<file path="config.mk">
export PLATFORM = sky130hd
export DESIGN_NAME = hs_parallel_port
export DESIGN_NICKNAME = d
export VERILOG_FILES = /design/src/hs_port_pkg.sv /design/src/hs_sync_edge.sv /design/src/hs_fifo.sv /design/src/hs_parallel_port.sv
export SDC_FILE = /design/constraint.sdc
export NUM_CORES = 1
export LEC_CHECK = 0
export BUFFER_PORTS_ARGS = -buffer_cell sky130_fd_sc_hd__buf_4
export CAP_MARGIN = 20
export CORE_MARGIN = 4
export CORE_UTILIZATION = 50
export CTS_BUF_LIST = sky130_fd_sc_hd__clkbuf_8
export DETAILED_ROUTE_END_ITERATION = 10
export PLACE_DENSITY = 0.78
export RECOVER_POWER = 50
export SLEW_MARGIN = 40
export SYNTH_ARGS = -nofsm -noshare
export SYNTH_HDL_FRONTEND = slang
export SYNTH_SLANG_ARGS = --single-unit
</file>
<file path="constraint.sdc">
create_clock -name mclk_i -period 6.8 [get_ports mclk_i]
set_clock_uncertainty 0.2 [all_clocks]
set_input_delay 0.68 -clock mclk_i [delete_from_list [all_inputs] [get_ports mclk_i]]
set_output_delay 0.68 -clock mclk_i [all_outputs]
set_load 0.1 [all_outputs]
</file>
<file path="src/hs_port_pkg.sv">
/*
 * Constants for the handshake parallel port: register offsets, field
 * positions, reset values and window decode.
 * Assumes a byte-wide processor bus with a 16-bit address.
 */
package hs_port_pkg;

    // ********************************************************************
    // Decode
    // ********************************************************************
    localparam logic [15:0] BASE_ADDR_ZERO = 16'h7e10;
    localparam int          WINDOW_BYTES   = 4;
    localparam int          ADDR_W         = 16;
    localparam int          DATA_W         = 8;

    // ********************************************************************
    // Register offsets inside one window
    // ********************************************************************
    localparam logic [1:0] OFF_DATA = 2'h0;
    localparam logic [1:0] OFF_PULL = 2'h1;
    localparam logic [1:0] OFF_DIR  = 2'h2;
    localparam logic [1:0] OFF_CTRL = 2'h3;

    // ********************************************************************
    // Control/status field positions
    // ********************************************************************
    localparam int BIT_IRQ_FLAG   = 7;
    localparam int BIT_IN_LEVEL   = 6;
    localparam int BIT_IRQ_EN     = 5;
    localparam int BIT_TEST       = 4;
    localparam int BIT_OUT_LEVEL  = 1;
    localparam int BIT_EDGE_SEL   = 0;

    // ********************************************************************
    // Reset values
    // ********************************************************************
    localparam logic [7:0] RST_DATA = 8'h00;
    localparam logic [7:0] RST_PULL = 8'hff;
    localparam logic [7:0] RST_DIR  = 8'h00;
    localparam logic [7:0] RST_CTRL = 8'h02;

    // ********************************************************************
    // Buffering
    // ********************************************************************
    localparam int FIFO_DEPTH = 16;

endpackage : hs_port_pkg

</file>
<file path="src/hs_sync_edge.sv">
/*
 * Two-flop synchroniser with rise and fall detection on the synced level.
 * Assumes one clock domain; the input may change at any time.
 */
`timescale 1ns/1ps
`default_nettype none

module hs_sync_edge (
    input  wire logic mclk_i,
    input  wire logic rst_i,
    input  wire logic async_i,
    output logic      level_o,
    output logic      rise_o,
    output logic      fall_o
);

    logic meta_reg;
    logic sync_reg;
    logic last_reg;
    logic meta_next;
    logic sync_next;
    logic last_next;

    always_comb begin
        meta_next = async_i;
        sync_next = meta_reg;
        last_next = sync_reg;
    end

    // Reset to high: an idle line is high, so no false edge after reset
    always_ff @(posedge mclk_i or posedge rst_i) begin
        if (rst_i) begin
            meta_reg <= 1'b1;
            sync_reg <= 1'b1;
            last_reg <= 1'b1;
        end else begin
            meta_reg <= meta_next;
            sync_reg <= sync_next;
            last_reg <= last_next;
        end
    end

    assign level_o = sync_reg;
    assign rise_o  = sync_reg & ~last_reg;
    assign fall_o  = ~sync_reg & last_reg;

endmodule : hs_sync_edge
`default_nettype wire

</file>
<file path="src/hs_fifo.sv">
/*
 * Synchronous FIFO with valid/ready on both sides.
 * Assumes DEPTH is a power of two and a single clock.
 */
`timescale 1ns/1ps
`default_nettype none

module hs_fifo #(
    parameter int WIDTH = 8,
    parameter int DEPTH = 16
) (
    input  wire logic             mclk_i,
    input  wire logic             rst_i,
    input  wire logic             in_valid_i,
    input  wire logic [WIDTH-1:0] in_data_i,
    output logic                  in_ready_o,
    output logic                  out_valid_o,
    output logic      [WIDTH-1:0] out_data_o,
    input  wire logic             out_ready_i
);

    localparam int AW = $clog2(DEPTH);

    logic [WIDTH-1:0] mem [DEPTH];
    logic [AW:0]      wptr_reg;
    logic [AW:0]      rptr_reg;
    logic [AW:0]      wptr_next;
    logic [AW:0]      rptr_next;
    logic             push;
    logic             pop;
    logic             full;
    logic             empty;

    // ********************************************************************
    // Pointers
    // ********************************************************************
    always_comb begin
        empty     = (wptr_reg == rptr_reg);
        full      = (wptr_reg[AW-1:0] == rptr_reg[AW-1:0]) &&
                    (wptr_reg[AW] != rptr_reg[AW]);
        push      = in_valid_i & ~full;
        pop       = out_ready_i & ~empty;
        wptr_next = push ? wptr_reg + 1'b1 : wptr_reg;
        rptr_next = pop  ? rptr_reg + 1'b1 : rptr_reg;
    end

    always_ff @(posedge mclk_i or posedge rst_i) begin
        if (rst_i) begin
            wptr_reg <= '0;
            rptr_reg <= '0;
        end else begin
            wptr_reg <= wptr_next;
            rptr_reg <= rptr_next;
        end
    end

    // Storage carries no reset; only pointers define validity
    always_ff @(posedge mclk_i) begin
        if (push) begin
            mem[wptr_reg[AW-1:0]] <= in_data_i;
        end
    end

    assign in_ready_o  = ~full;
    assign out_valid_o = ~empty;
    assign out_data_o  = mem[rptr_reg[AW-1:0]];

endmodule : hs_fifo
`default_nettype wire

</file>
<file path="src/hs_parallel_port.sv">
/*
 * One instance of the 8-bit handshake parallel port with its four byte
 * registers: data, pull-up enable, direction and control/status.
 * Assumes a byte-wide processor bus with single-cycle read and write
 * strobes on mclk_i; the pad ring resolves the data pin enables.
 */
// Function
// - Eight bidirectional data lines, each independently set input or output.
// - Partner strobes inbound data on handshake_in; the port captures it then.
// - Port signals outbound data to the partner on handshake_out.
// - Status bit 7 sets on the selected handshake_in edge and holds until a status read clears it.
// - Status bit 6 shows the present handshake_in level.
// - Control bit 5 enables the interrupt; clear means no interrupt raised.
// - Control bit 4 loops handshake_out back into handshake_in.
// - Bits 3 and 2 read zero; fields flag, level, enable, test, out level, edge.
// - Each instance decodes four bytes from 0x7e10 onward, contiguously.
// - Control bit 1 sets the handshake_out level; low is active.
// - Control bit 0 picks rising (1) or falling (0) edge.
// - Direction bit 1 makes its line an output, 0 an input.
`timescale 1ns/1ps
`default_nettype none

module hs_parallel_port #(
    parameter int INSTANCE   = 0,
    parameter int FIFO_WIDTH = hs_port_pkg::DATA_W,
    parameter int FIFO_DEPTH = hs_port_pkg::FIFO_DEPTH
) (
    input  wire logic        mclk_i,
    input  wire logic        rst_i,
    // Processor bus
    input  wire logic [15:0] addr_i,
    input  wire logic [7:0]  wdata_i,
    input  wire logic        wr_i,
    input  wire logic        rd_i,
    output logic      [7:0]  rdata_o,
    // Data pins
    input  wire logic [7:0]  pio_i,
    output logic      [7:0]  pio_o,
    output logic      [7:0]  pio_oe_o,
    output logic      [7:0]  pullup_en_o,
    // Handshake pins
    input  wire logic        handshake_in_i,
    output logic             handshake_out_o,
    output logic             rx_ready_o,
    // Interrupt request
    output logic             irq_o
);

    // ********************************************************************
    // Address decode
    // ********************************************************************
    localparam logic [15:0] BASE_ADDR =
        16'(hs_port_pkg::BASE_ADDR_ZERO +
            INSTANCE * hs_port_pkg::WINDOW_BYTES);

    logic       hit;
    logic       wr_hit;
    logic       rd_hit;
    logic [1:0] offset;

    always_comb begin
        hit    = (addr_i[15:2] == BASE_ADDR[15:2]);
        offset = addr_i[1:0];
        wr_hit = wr_i & hit;
        rd_hit = rd_i & hit;
    end

    // ********************************************************************
    // Handshake input path
    // ********************************************************************
    logic test_reg;
    logic out_level_reg;
    logic hs_in_mux;
    logic hs_in_level;
    logic hs_in_rise;
    logic hs_in_fall;
    logic edge_sel_reg;
    logic hs_event;

    // Loopback taken before the synchroniser so test mode sees the same
    // two-cycle latency as a real partner
    assign hs_in_mux = test_reg ? out_level_reg : handshake_in_i;

    hs_sync_edge u_sync (
        .mclk_i      (mclk_i),
        .rst_i       (rst_i),
        .async_i     (hs_in_mux),
        .level_o     (hs_in_level),
        .rise_o      (hs_in_rise),
        .fall_o      (hs_in_fall)
    );

    assign hs_event = edge_sel_reg ? hs_in_rise : hs_in_fall;

    // ********************************************************************
    // Inbound buffer
    // ********************************************************************
    logic       fifo_in_ready;
    logic       fifo_out_valid;
    logic [7:0] fifo_out_data;
    logic       fifo_pop;
    logic [7:0] dir_reg;
    logic [7:0] capture;

    // Only lines set as inputs carry partner data
    assign capture  = pio_i & ~dir_reg;
    assign fifo_pop = rd_hit & (offset == hs_port_pkg::OFF_DATA);

    hs_fifo #(
        .WIDTH (FIFO_WIDTH),
        .DEPTH (FIFO_DEPTH)
    ) u_fifo (
        .mclk_i      (mclk_i),
        .rst_i       (rst_i),
        .in_valid_i  (hs_event),
        .in_data_i   (capture),
        .in_ready_o  (fifo_in_ready),
        .out_valid_o (fifo_out_valid),
        .out_data_o  (fifo_out_data),
        .out_ready_i (fifo_pop)
    );

    // Partner must hold off strobing while this is low; a strobe while
    // full is dropped but still sets the flag
    assign rx_ready_o = fifo_in_ready;

    // ********************************************************************
    // Port registers
    // ********************************************************************
    logic [7:0] data_reg;
    logic [7:0] pull_reg;
    logic [7:0] data_next;
    logic [7:0] pull_next;
    logic [7:0] dir_next;

    always_comb begin
        data_next = data_reg;
        pull_next = pull_reg;
        dir_next  = dir_reg;
        if (wr_hit) begin
            case (offset)
                hs_port_pkg::OFF_DATA: begin
                    data_next = wdata_i;
                end
                hs_port_pkg::OFF_PULL: begin
                    pull_next = wdata_i;
                end
                hs_port_pkg::OFF_DIR: begin
                    dir_next = wdata_i;
                end
                default: begin
                    data_next = data_reg;
                end
            endcase
        end
    end

    always_ff @(posedge mclk_i or posedge rst_i) begin
        if (rst_i) begin
            data_reg <= hs_port_pkg::RST_DATA;
            pull_reg <= hs_port_pkg::RST_PULL;
            dir_reg  <= hs_port_pkg::RST_DIR;
        end else begin
            data_reg <= data_next;
            pull_reg <= pull_next;
            dir_reg  <= dir_next;
        end
    end

    // ********************************************************************
    // Control fields
    // ********************************************************************
    logic irq_en_reg;
    logic irq_en_next;
    logic test_next;
    logic out_level_next;
    logic edge_sel_next;
    logic ctrl_write;

    // Bits 7, 6, 3 and 2 take no write data, so writes to them are lost
    always_comb begin
        ctrl_write     = wr_hit & (offset == hs_port_pkg::OFF_CTRL);
        irq_en_next    = irq_en_reg;
        test_next      = test_reg;
        out_level_next = out_level_reg;
        edge_sel_next  = edge_sel_reg;
        if (ctrl_write) begin
            irq_en_next    = wdata_i[hs_port_pkg::BIT_IRQ_EN];
            test_next      = wdata_i[hs_port_pkg::BIT_TEST];
            out_level_next = wdata_i[hs_port_pkg::BIT_OUT_LEVEL];
            edge_sel_next  = wdata_i[hs_port_pkg::BIT_EDGE_SEL];
        end
    end

    always_ff @(posedge mclk_i or posedge rst_i) begin
        if (rst_i) begin
            irq_en_reg    <= hs_port_pkg::RST_CTRL[hs_port_pkg::BIT_IRQ_EN];
            test_reg      <= hs_port_pkg::RST_CTRL[hs_port_pkg::BIT_TEST];
            out_level_reg <=
                hs_port_pkg::RST_CTRL[hs_port_pkg::BIT_OUT_LEVEL];
            edge_sel_reg  <=
                hs_port_pkg::RST_CTRL[hs_port_pkg::BIT_EDGE_SEL];
        end else begin
            irq_en_reg    <= irq_en_next;
            test_reg      <= test_next;
            out_level_reg <= out_level_next;
            edge_sel_reg  <= edge_sel_next;
        end
    end

    // ********************************************************************
    // Event flag
    // ********************************************************************
    logic flag_reg;
    logic flag_next;
    logic status_read;

    // Read of the status clears the flag; a new edge in that same
    // cycle wins so no event is lost
    always_comb begin
        status_read = rd_hit & (offset == hs_port_pkg::OFF_CTRL);
        flag_next   = flag_reg;
        if (status_read) begin
            flag_next = 1'b0;
        end
        if (hs_event) begin
            flag_next = 1'b1;
        end
    end

    always_ff @(posedge mclk_i or posedge rst_i) begin
        if (rst_i) begin
            flag_reg <= hs_port_pkg::RST_CTRL[hs_port_pkg::BIT_IRQ_FLAG];
        end else begin
            flag_reg <= flag_next;
        end
    end

    // ********************************************************************
    // Read data
    // ********************************************************************
    logic [7:0] rdata_reg;
    logic [7:0] rdata_next;
    logic [7:0] status;
    logic [7:0] pin_view;

    always_comb begin
        status = 8'h00;
        status[hs_port_pkg::BIT_IRQ_FLAG]  = flag_reg;
        status[hs_port_pkg::BIT_IN_LEVEL]  = hs_in_level;
        status[hs_port_pkg::BIT_IRQ_EN]    = irq_en_reg;
        status[hs_port_pkg::BIT_TEST]      = test_reg;
        status[hs_port_pkg::BIT_OUT_LEVEL] = out_level_reg;
        status[hs_port_pkg::BIT_EDGE_SEL]  = edge_sel_reg;
    end

    // Output lines read back what is driven, input lines read the pin
    assign pin_view = (data_reg & dir_reg) | (pio_i & ~dir_reg);

    // Data stands one cycle only; an idle or unmapped bus reads zero
    always_comb begin
        rdata_next = 8'h00;
        if (rd_hit) begin
            case (offset)
                hs_port_pkg::OFF_DATA: begin
                    // Buffered inbound bytes come first, live pins after
                    rdata_next = fifo_out_valid ? fifo_out_data : pin_view;
                end
                hs_port_pkg::OFF_PULL: begin
                    rdata_next = pull_reg;
                end
                hs_port_pkg::OFF_DIR: begin
                    rdata_next = dir_reg;
                end
                hs_port_pkg::OFF_CTRL: begin
                    rdata_next = status;
                end
                default: begin
                    rdata_next = 8'h00;
                end
            endcase
        end
    end

    always_ff @(posedge mclk_i or posedge rst_i) begin
        if (rst_i) begin
            rdata_reg <= 8'h00;
        end else begin
            rdata_reg <= rdata_next;
        end
    end

    // ********************************************************************
    // Outputs
    // ********************************************************************
    assign rdata_o         = rdata_reg;
    assign pio_o           = data_reg;
    assign pio_oe_o        = dir_reg;
    assign pullup_en_o     = pull_reg;
    // Pin keeps its level in test mode too; partner still sees strobes
    assign handshake_out_o = out_level_reg;
    assign irq_o           = flag_reg & irq_en_reg;

endmodule : hs_parallel_port
`default_nettype wire

</file>
# Yosys cells after proc, flatten, opt, wreduce, memory -nomap -nowiden

Memory sizes are Yosys's and may differ from the RTL's.
Cells that the tools add are included.

Register bits: 50
RAM bits: 128
Input port bits: 37
Output and inout port bits: 35
Word-level logic and storage cells: 57
Memories kept: 1

Memory list:

| name       | words | bits a word | read ports | clocked after Yosys merged registers in | write ports | RTL line      | RTL |
|---|---|---|---|---|---|---|---|
| u_fifo.mem | 16    | 8           | 1          | 0                                       | 1           | hs_fifo.sv:24 | `logic [WIDTH-1:0] mem [DEPTH];` |

Add/sub/neg operators: 2
Equal/unequal tests: 7
Multiplexer cells: 9
Bitwise operators: 18
Reductions and logical operators: 6

Operators with widths:

| operator               | count |
|---|---|
| $pmux W8 S4            | 1 |
| $and A8 B8 Y8          | 2 |
| $mux W8                | 2 |
| $eq A14 B13 Y1 const B | 1 |
| $add A5 B1 Y5 const B  | 2 |
| $and A1 B1 Y1          | 10 |
| $not A8 Y8             | 1 |
| $or A8 B8 Y8           | 1 |
| $mux W1                | 6 |
| $reduce_and A2 Y1      | 3 |
| $eq A5 B5 Y1           | 1 |
| $eq A2 B2 Y1 const B   | 2 |
| $eq A4 B4 Y1           | 1 |
| $not A1 Y1             | 4 |
| $eq A2 B1 Y1 const B   | 1 |
| $logic_not A2 Y1       | 1 |
| $reduce_bool A2 Y1     | 1 |
| $logic_and A1 B1 Y1    | 1 |
| $ne A1 B1 Y1           | 1 |

# Logic depth before layout (Yosys ltp)

Depth after elaboration: 6
Depth in mapped cells: 8
Mapped depth without buffers: 5

# Modules after synthesis

A second synthesis with hierarchy kept.

Cell total of the unflattened synthesis: 431
Area total of the unflattened synthesis: 7509.7 sq um

By module, submodules not included:

| module           | instances | cells each | area each (sq um) |
|---|---|---|---|
| hs_fifo          | 1         | 280        | 5589.1 |
| hs_parallel_port | 1         | 145        | 1823.0 |
| hs_sync_edge     | 1         | 6          | 97.6 |

# Worst setup path after synthesis

OpenSTA, ideal clock, no wires.

Kind: register -> register
From: reg u_fifo.rptr_reg[1]
To: mem u_fifo.mem[3][0] (enable)
Library setup time: 0.383 ns
Arrival time: 2.101 ns
Required time: 6.217 ns
Setup slack: 4.116 ns
Stages on the path, launching flop included: 8
Buffers on the path: 2
Clock period less this slack: 2.684 ns
Cell sequence: dfrtp_1 buf_2 xnor2_1 and4_1 clkbuf_1 a21boi_2 nand2_1 nor3_1

Longest elaborated chain between the ends: 6

RTL lines:

| what                          | RTL line      | RTL |
|---|---|---|
| from (decl)                   | hs_fifo.sv:26 | `logic [AW:0] rptr_reg;` |
| from (signal assigned)        | hs_fifo.sv:53 | `rptr_reg <= rptr_next;` |
| $eq A4 B4 Y1                  | hs_fifo.sv:39 | `full = (wptr_reg[AW-1:0] == rptr_reg[AW-1:0]) &&` |
| $logic_and A1 B1 Y1           | hs_fifo.sv:39 |  |
| $not A1 Y1                    | hs_fifo.sv:41 | `push = in_valid_i & ~full;` |
| $and A1 B1 Y1                 | hs_fifo.sv:41 |  |
| $mux W1                       | hs_fifo.sv:59 | `if (push) begin` |
| $mux W1 (implied by the code) | hs_fifo.sv:60 | `mem[wptr_reg[AW-1:0]] <= in_data_i;` |
| to (decl)                     | hs_fifo.sv:24 |  |

No other way between the ends.

# Worst setup path in the final report

From: reg u_fifo.rptr_reg[1]
To: out rx_ready_o

Longest elaborated chain between the ends: 3

RTL lines:

| what                | RTL line               | RTL |
|---|---|---|
| $eq A4 B4 Y1        | hs_fifo.sv:39          |  |
| $logic_and A1 B1 Y1 | hs_fifo.sv:39          |  |
| $not A1 Y1          | hs_fifo.sv:64          | `assign in_ready_o = ~full;` |
| to (decl)           | hs_parallel_port.sv:44 | `output logic rx_ready_o,` |

No other way between the ends.

==> results.toml <==
[status]
status = "complete, but fails checks"
violations = "capacitance limit, slew limit"

[worst_setup_path]
crit_top_cell = "buf_4"
crit_family = "buffers and inverters"
cp-start-kind = "flip-flop"
crit_slowest_cell = "buf_4"
endpoint_kind = "primary output"
arrival_ns = 2.42
critPathMaxFanout = 46
crit_chain = "buf_4 > xnor2_1 > and4_1 > nand2_1 > buf_4"
reg2reg_depth = 6
required_ns = 5.92
critPathMaxStageDelay_ns = 0.54
crit_cells = 5
worst-path-buf-inv = 2
path_class = "reg -> out"

[worst_hold_path]
hold_path_depth = 0
hold_path.class = "reg -> reg"

[die]
ioPinCount = 72
initial_core_util = 0.5114
rows = 44
die_x_um = 129.9
core_mm2 = 0.01453
dieArea_mm2 = 0.01688
die_y_um = 129.9

[route]
routed_wl_mm = 16.33
drt-met1-wl_mm = 6.768
drtIter0Drc = 515
route.vias.total = 4238
routedWlPerCell_um = 22.71
top_layer = "met4"
met3RoutedLength_mm = 1.262
viasPerCell = 5.894
dr.pass1.iters = 5
ant_nets = 0
drc_errors = 0
wl_met2_mm = 8.092

[clocking]
ctsHoldBuffers = 0
h-tree-depth = 4
cts_buffer_depth = 2
cts_root_buffer = "clkbuf_8"
cts_resized = 0
clkLatencyLatePin_ns = 0.46
cts_buffers = 17
cts_tree = "built"
postCtsSetupBuffers = 0
clock-sinks = 178
cts.clk_slew.worst_paths_ns = 0.09

[global_route]
grt-ovfl-total = 0
track_usage = 0.2026
grt_max_degree = 51
antenna_found_initial = 0
grt_pass1_wl_mm = 24.89
first_global_vias = 4350

[finish]
antenna_cells = 0
largest_reg_flops = 128
nets = 564
area_delta_synth_final_pct = 13.48
drive_above_1_share = 0.3421

[timing]
fmax_mhz = 303.5
setup_viol = 0
rsz0062_at_grt = "false"
slew_viol_final = 87
post-route-period-util = 0.4846
final.min_clock_period_ns = 3.295
worst_pin_slew_ns = 2.169
finalHoldViolCount = 0
fin_tns_setup_ns = 0
slew_headroom = -0.4541

[logic_synthesis]
synth_nets = 489
synth_cells = 447
synth-edff-count = 128
ys_top_cells_by_count = "edfxtp_1, mux2_2, dfrtp_1"
ys_types = 42
synth_most_common_cell = "edfxtp_1"
yosysTopAreaCellShare = 0.5171
netlist_top_cells_area = "edfxtp_1, dfrtp_1, mux4_2"
synth.yosys.warnings = 0
ys_seq_area_frac = 0.6874
ys.flop_type = "edfxtp_1"
syn_area_mm2 = 0.007433
synth-async-reset-ratio = 0.2809
synth-seq-cells = 178
yosys.area.top_type = "edfxtp_1"
synth.avg_cell_area_um2 = 16.63

[job]
maxCapViolCount = 3

[power_and_ir_drop]
max-vdd-ir-drop_uv = 223.7
finalPower_mw = 2.097
p_per_area_mw_per_mm2 = 248.6
leakage_nw = 3.035

[placed_design]
place_hpwl_mm = 11.17
gp_congestion = 0.8585
port_buffers = 71
[layout make-up]
cell class                 instances  area [µm²]
fill                            1123        6098
timing repair buffer              79       521.8
multi-input combinational        242        2227
clock inverter                    15       93.84
tap                              184       230.2
sequential                       178        5112
clock buffer                      17       234.0
inverter                           4       16.27
[final timing paths]
check | from | end | slack, ns
min in group asynchronous | rst_i | pio_o[4] | 0.59
max in group asynchronous | rst_i | u_fifo.rptr_reg[1] | 4.69
max reg2reg | u_fifo.rptr_reg[1] | u_fifo.mem[11][4] | 3.58
min reg2reg | u_sync.meta_reg | u_sync.level_o | 0.16
max | u_fifo.rptr_reg[1] | rx_ready_o | 3.50
min | u_sync.meta_reg | u_sync.level_o | 0.16
[metrics by stage]
step	area, µm²	cells	setup slack [ns]	utilization	hold slack, ns
floorplan	7433	447	4.116	-	0.1452
global placement	8172	687	3.438	0.5622	0.1510
detailed placement	8185	687	3.354	0.5632	0.1492
CTS	8513	719	3.382	0.5857	0.1043
global route	8436	719	3.368	0.5804	0.1666
finish	8436	719	3.505	0.5804	0.1625
[worst register-to-register path, stage by stage (launching register included)]
cell and delay, ns:
dfrtp_2 0.35, buf_4 0.54, xnor2_1 0.18, and4_1 0.31
a21boi_2 0.41, nand2_1 0.22, nor2_1 0.63
[cell families after synthesis]
| group | after synthesis | share of synthesized area |
|---|---|---|
| flip-flops | 178 | 0.6874 |
| XOR/XNOR | 14 | 0.01650 |
| AO/OA/AOI/OAI | 57 | 0.05134 |
| AND/OR/NAND/NOR | 93 | 0.07086 |
| multiplexers | 73 | 0.1512 |
| buffers and inverters | 27 | 0.01431 |
| adder cells (fa/ha/maj) | 5 | 0.008416 |
[routing by layer]
metal  vias to the layer above  global-route usage
met3                        16             0.04707
met4                         0             0.05440
met1                      2150              0.2724
met5                         -                   0
li1                       1882                   -
met2                       190              0.3364
[report_power, final]
part           internal [mW]  leakage (nW)  switching (mW)
sequential              1.22          1.79          0.0488
combinational         0.0727          1.08           0.134
clock                  0.248         0.162           0.373
total                   1.54          3.03           0.556
[cell usage in the layout, fill, tap and decap left out, types with 6 or more instances in the layout]
| master | n |
|---|---|
| a21oi_1 | 14 |
| a22oi_1 | 14 |
| buf_4 | 59 |
| clkbuf_1 | 19 |
| clkbuf_8 | 17 |
| dfrtp_1 | 36 |
| dfstp_2 | 11 |
| edfxtp_1 | 128 |
| mux2_2 | 39 |
| mux4_2 | 27 |
| nand2_1 | 13 |
| nor2_1 | 20 |
| nor2b_1 | 21 |
| nor3_1 | 7 |
| o21ai_0 | 6 |
| xnor2_1 | 9 |
(Power assumes the default switching activity.)
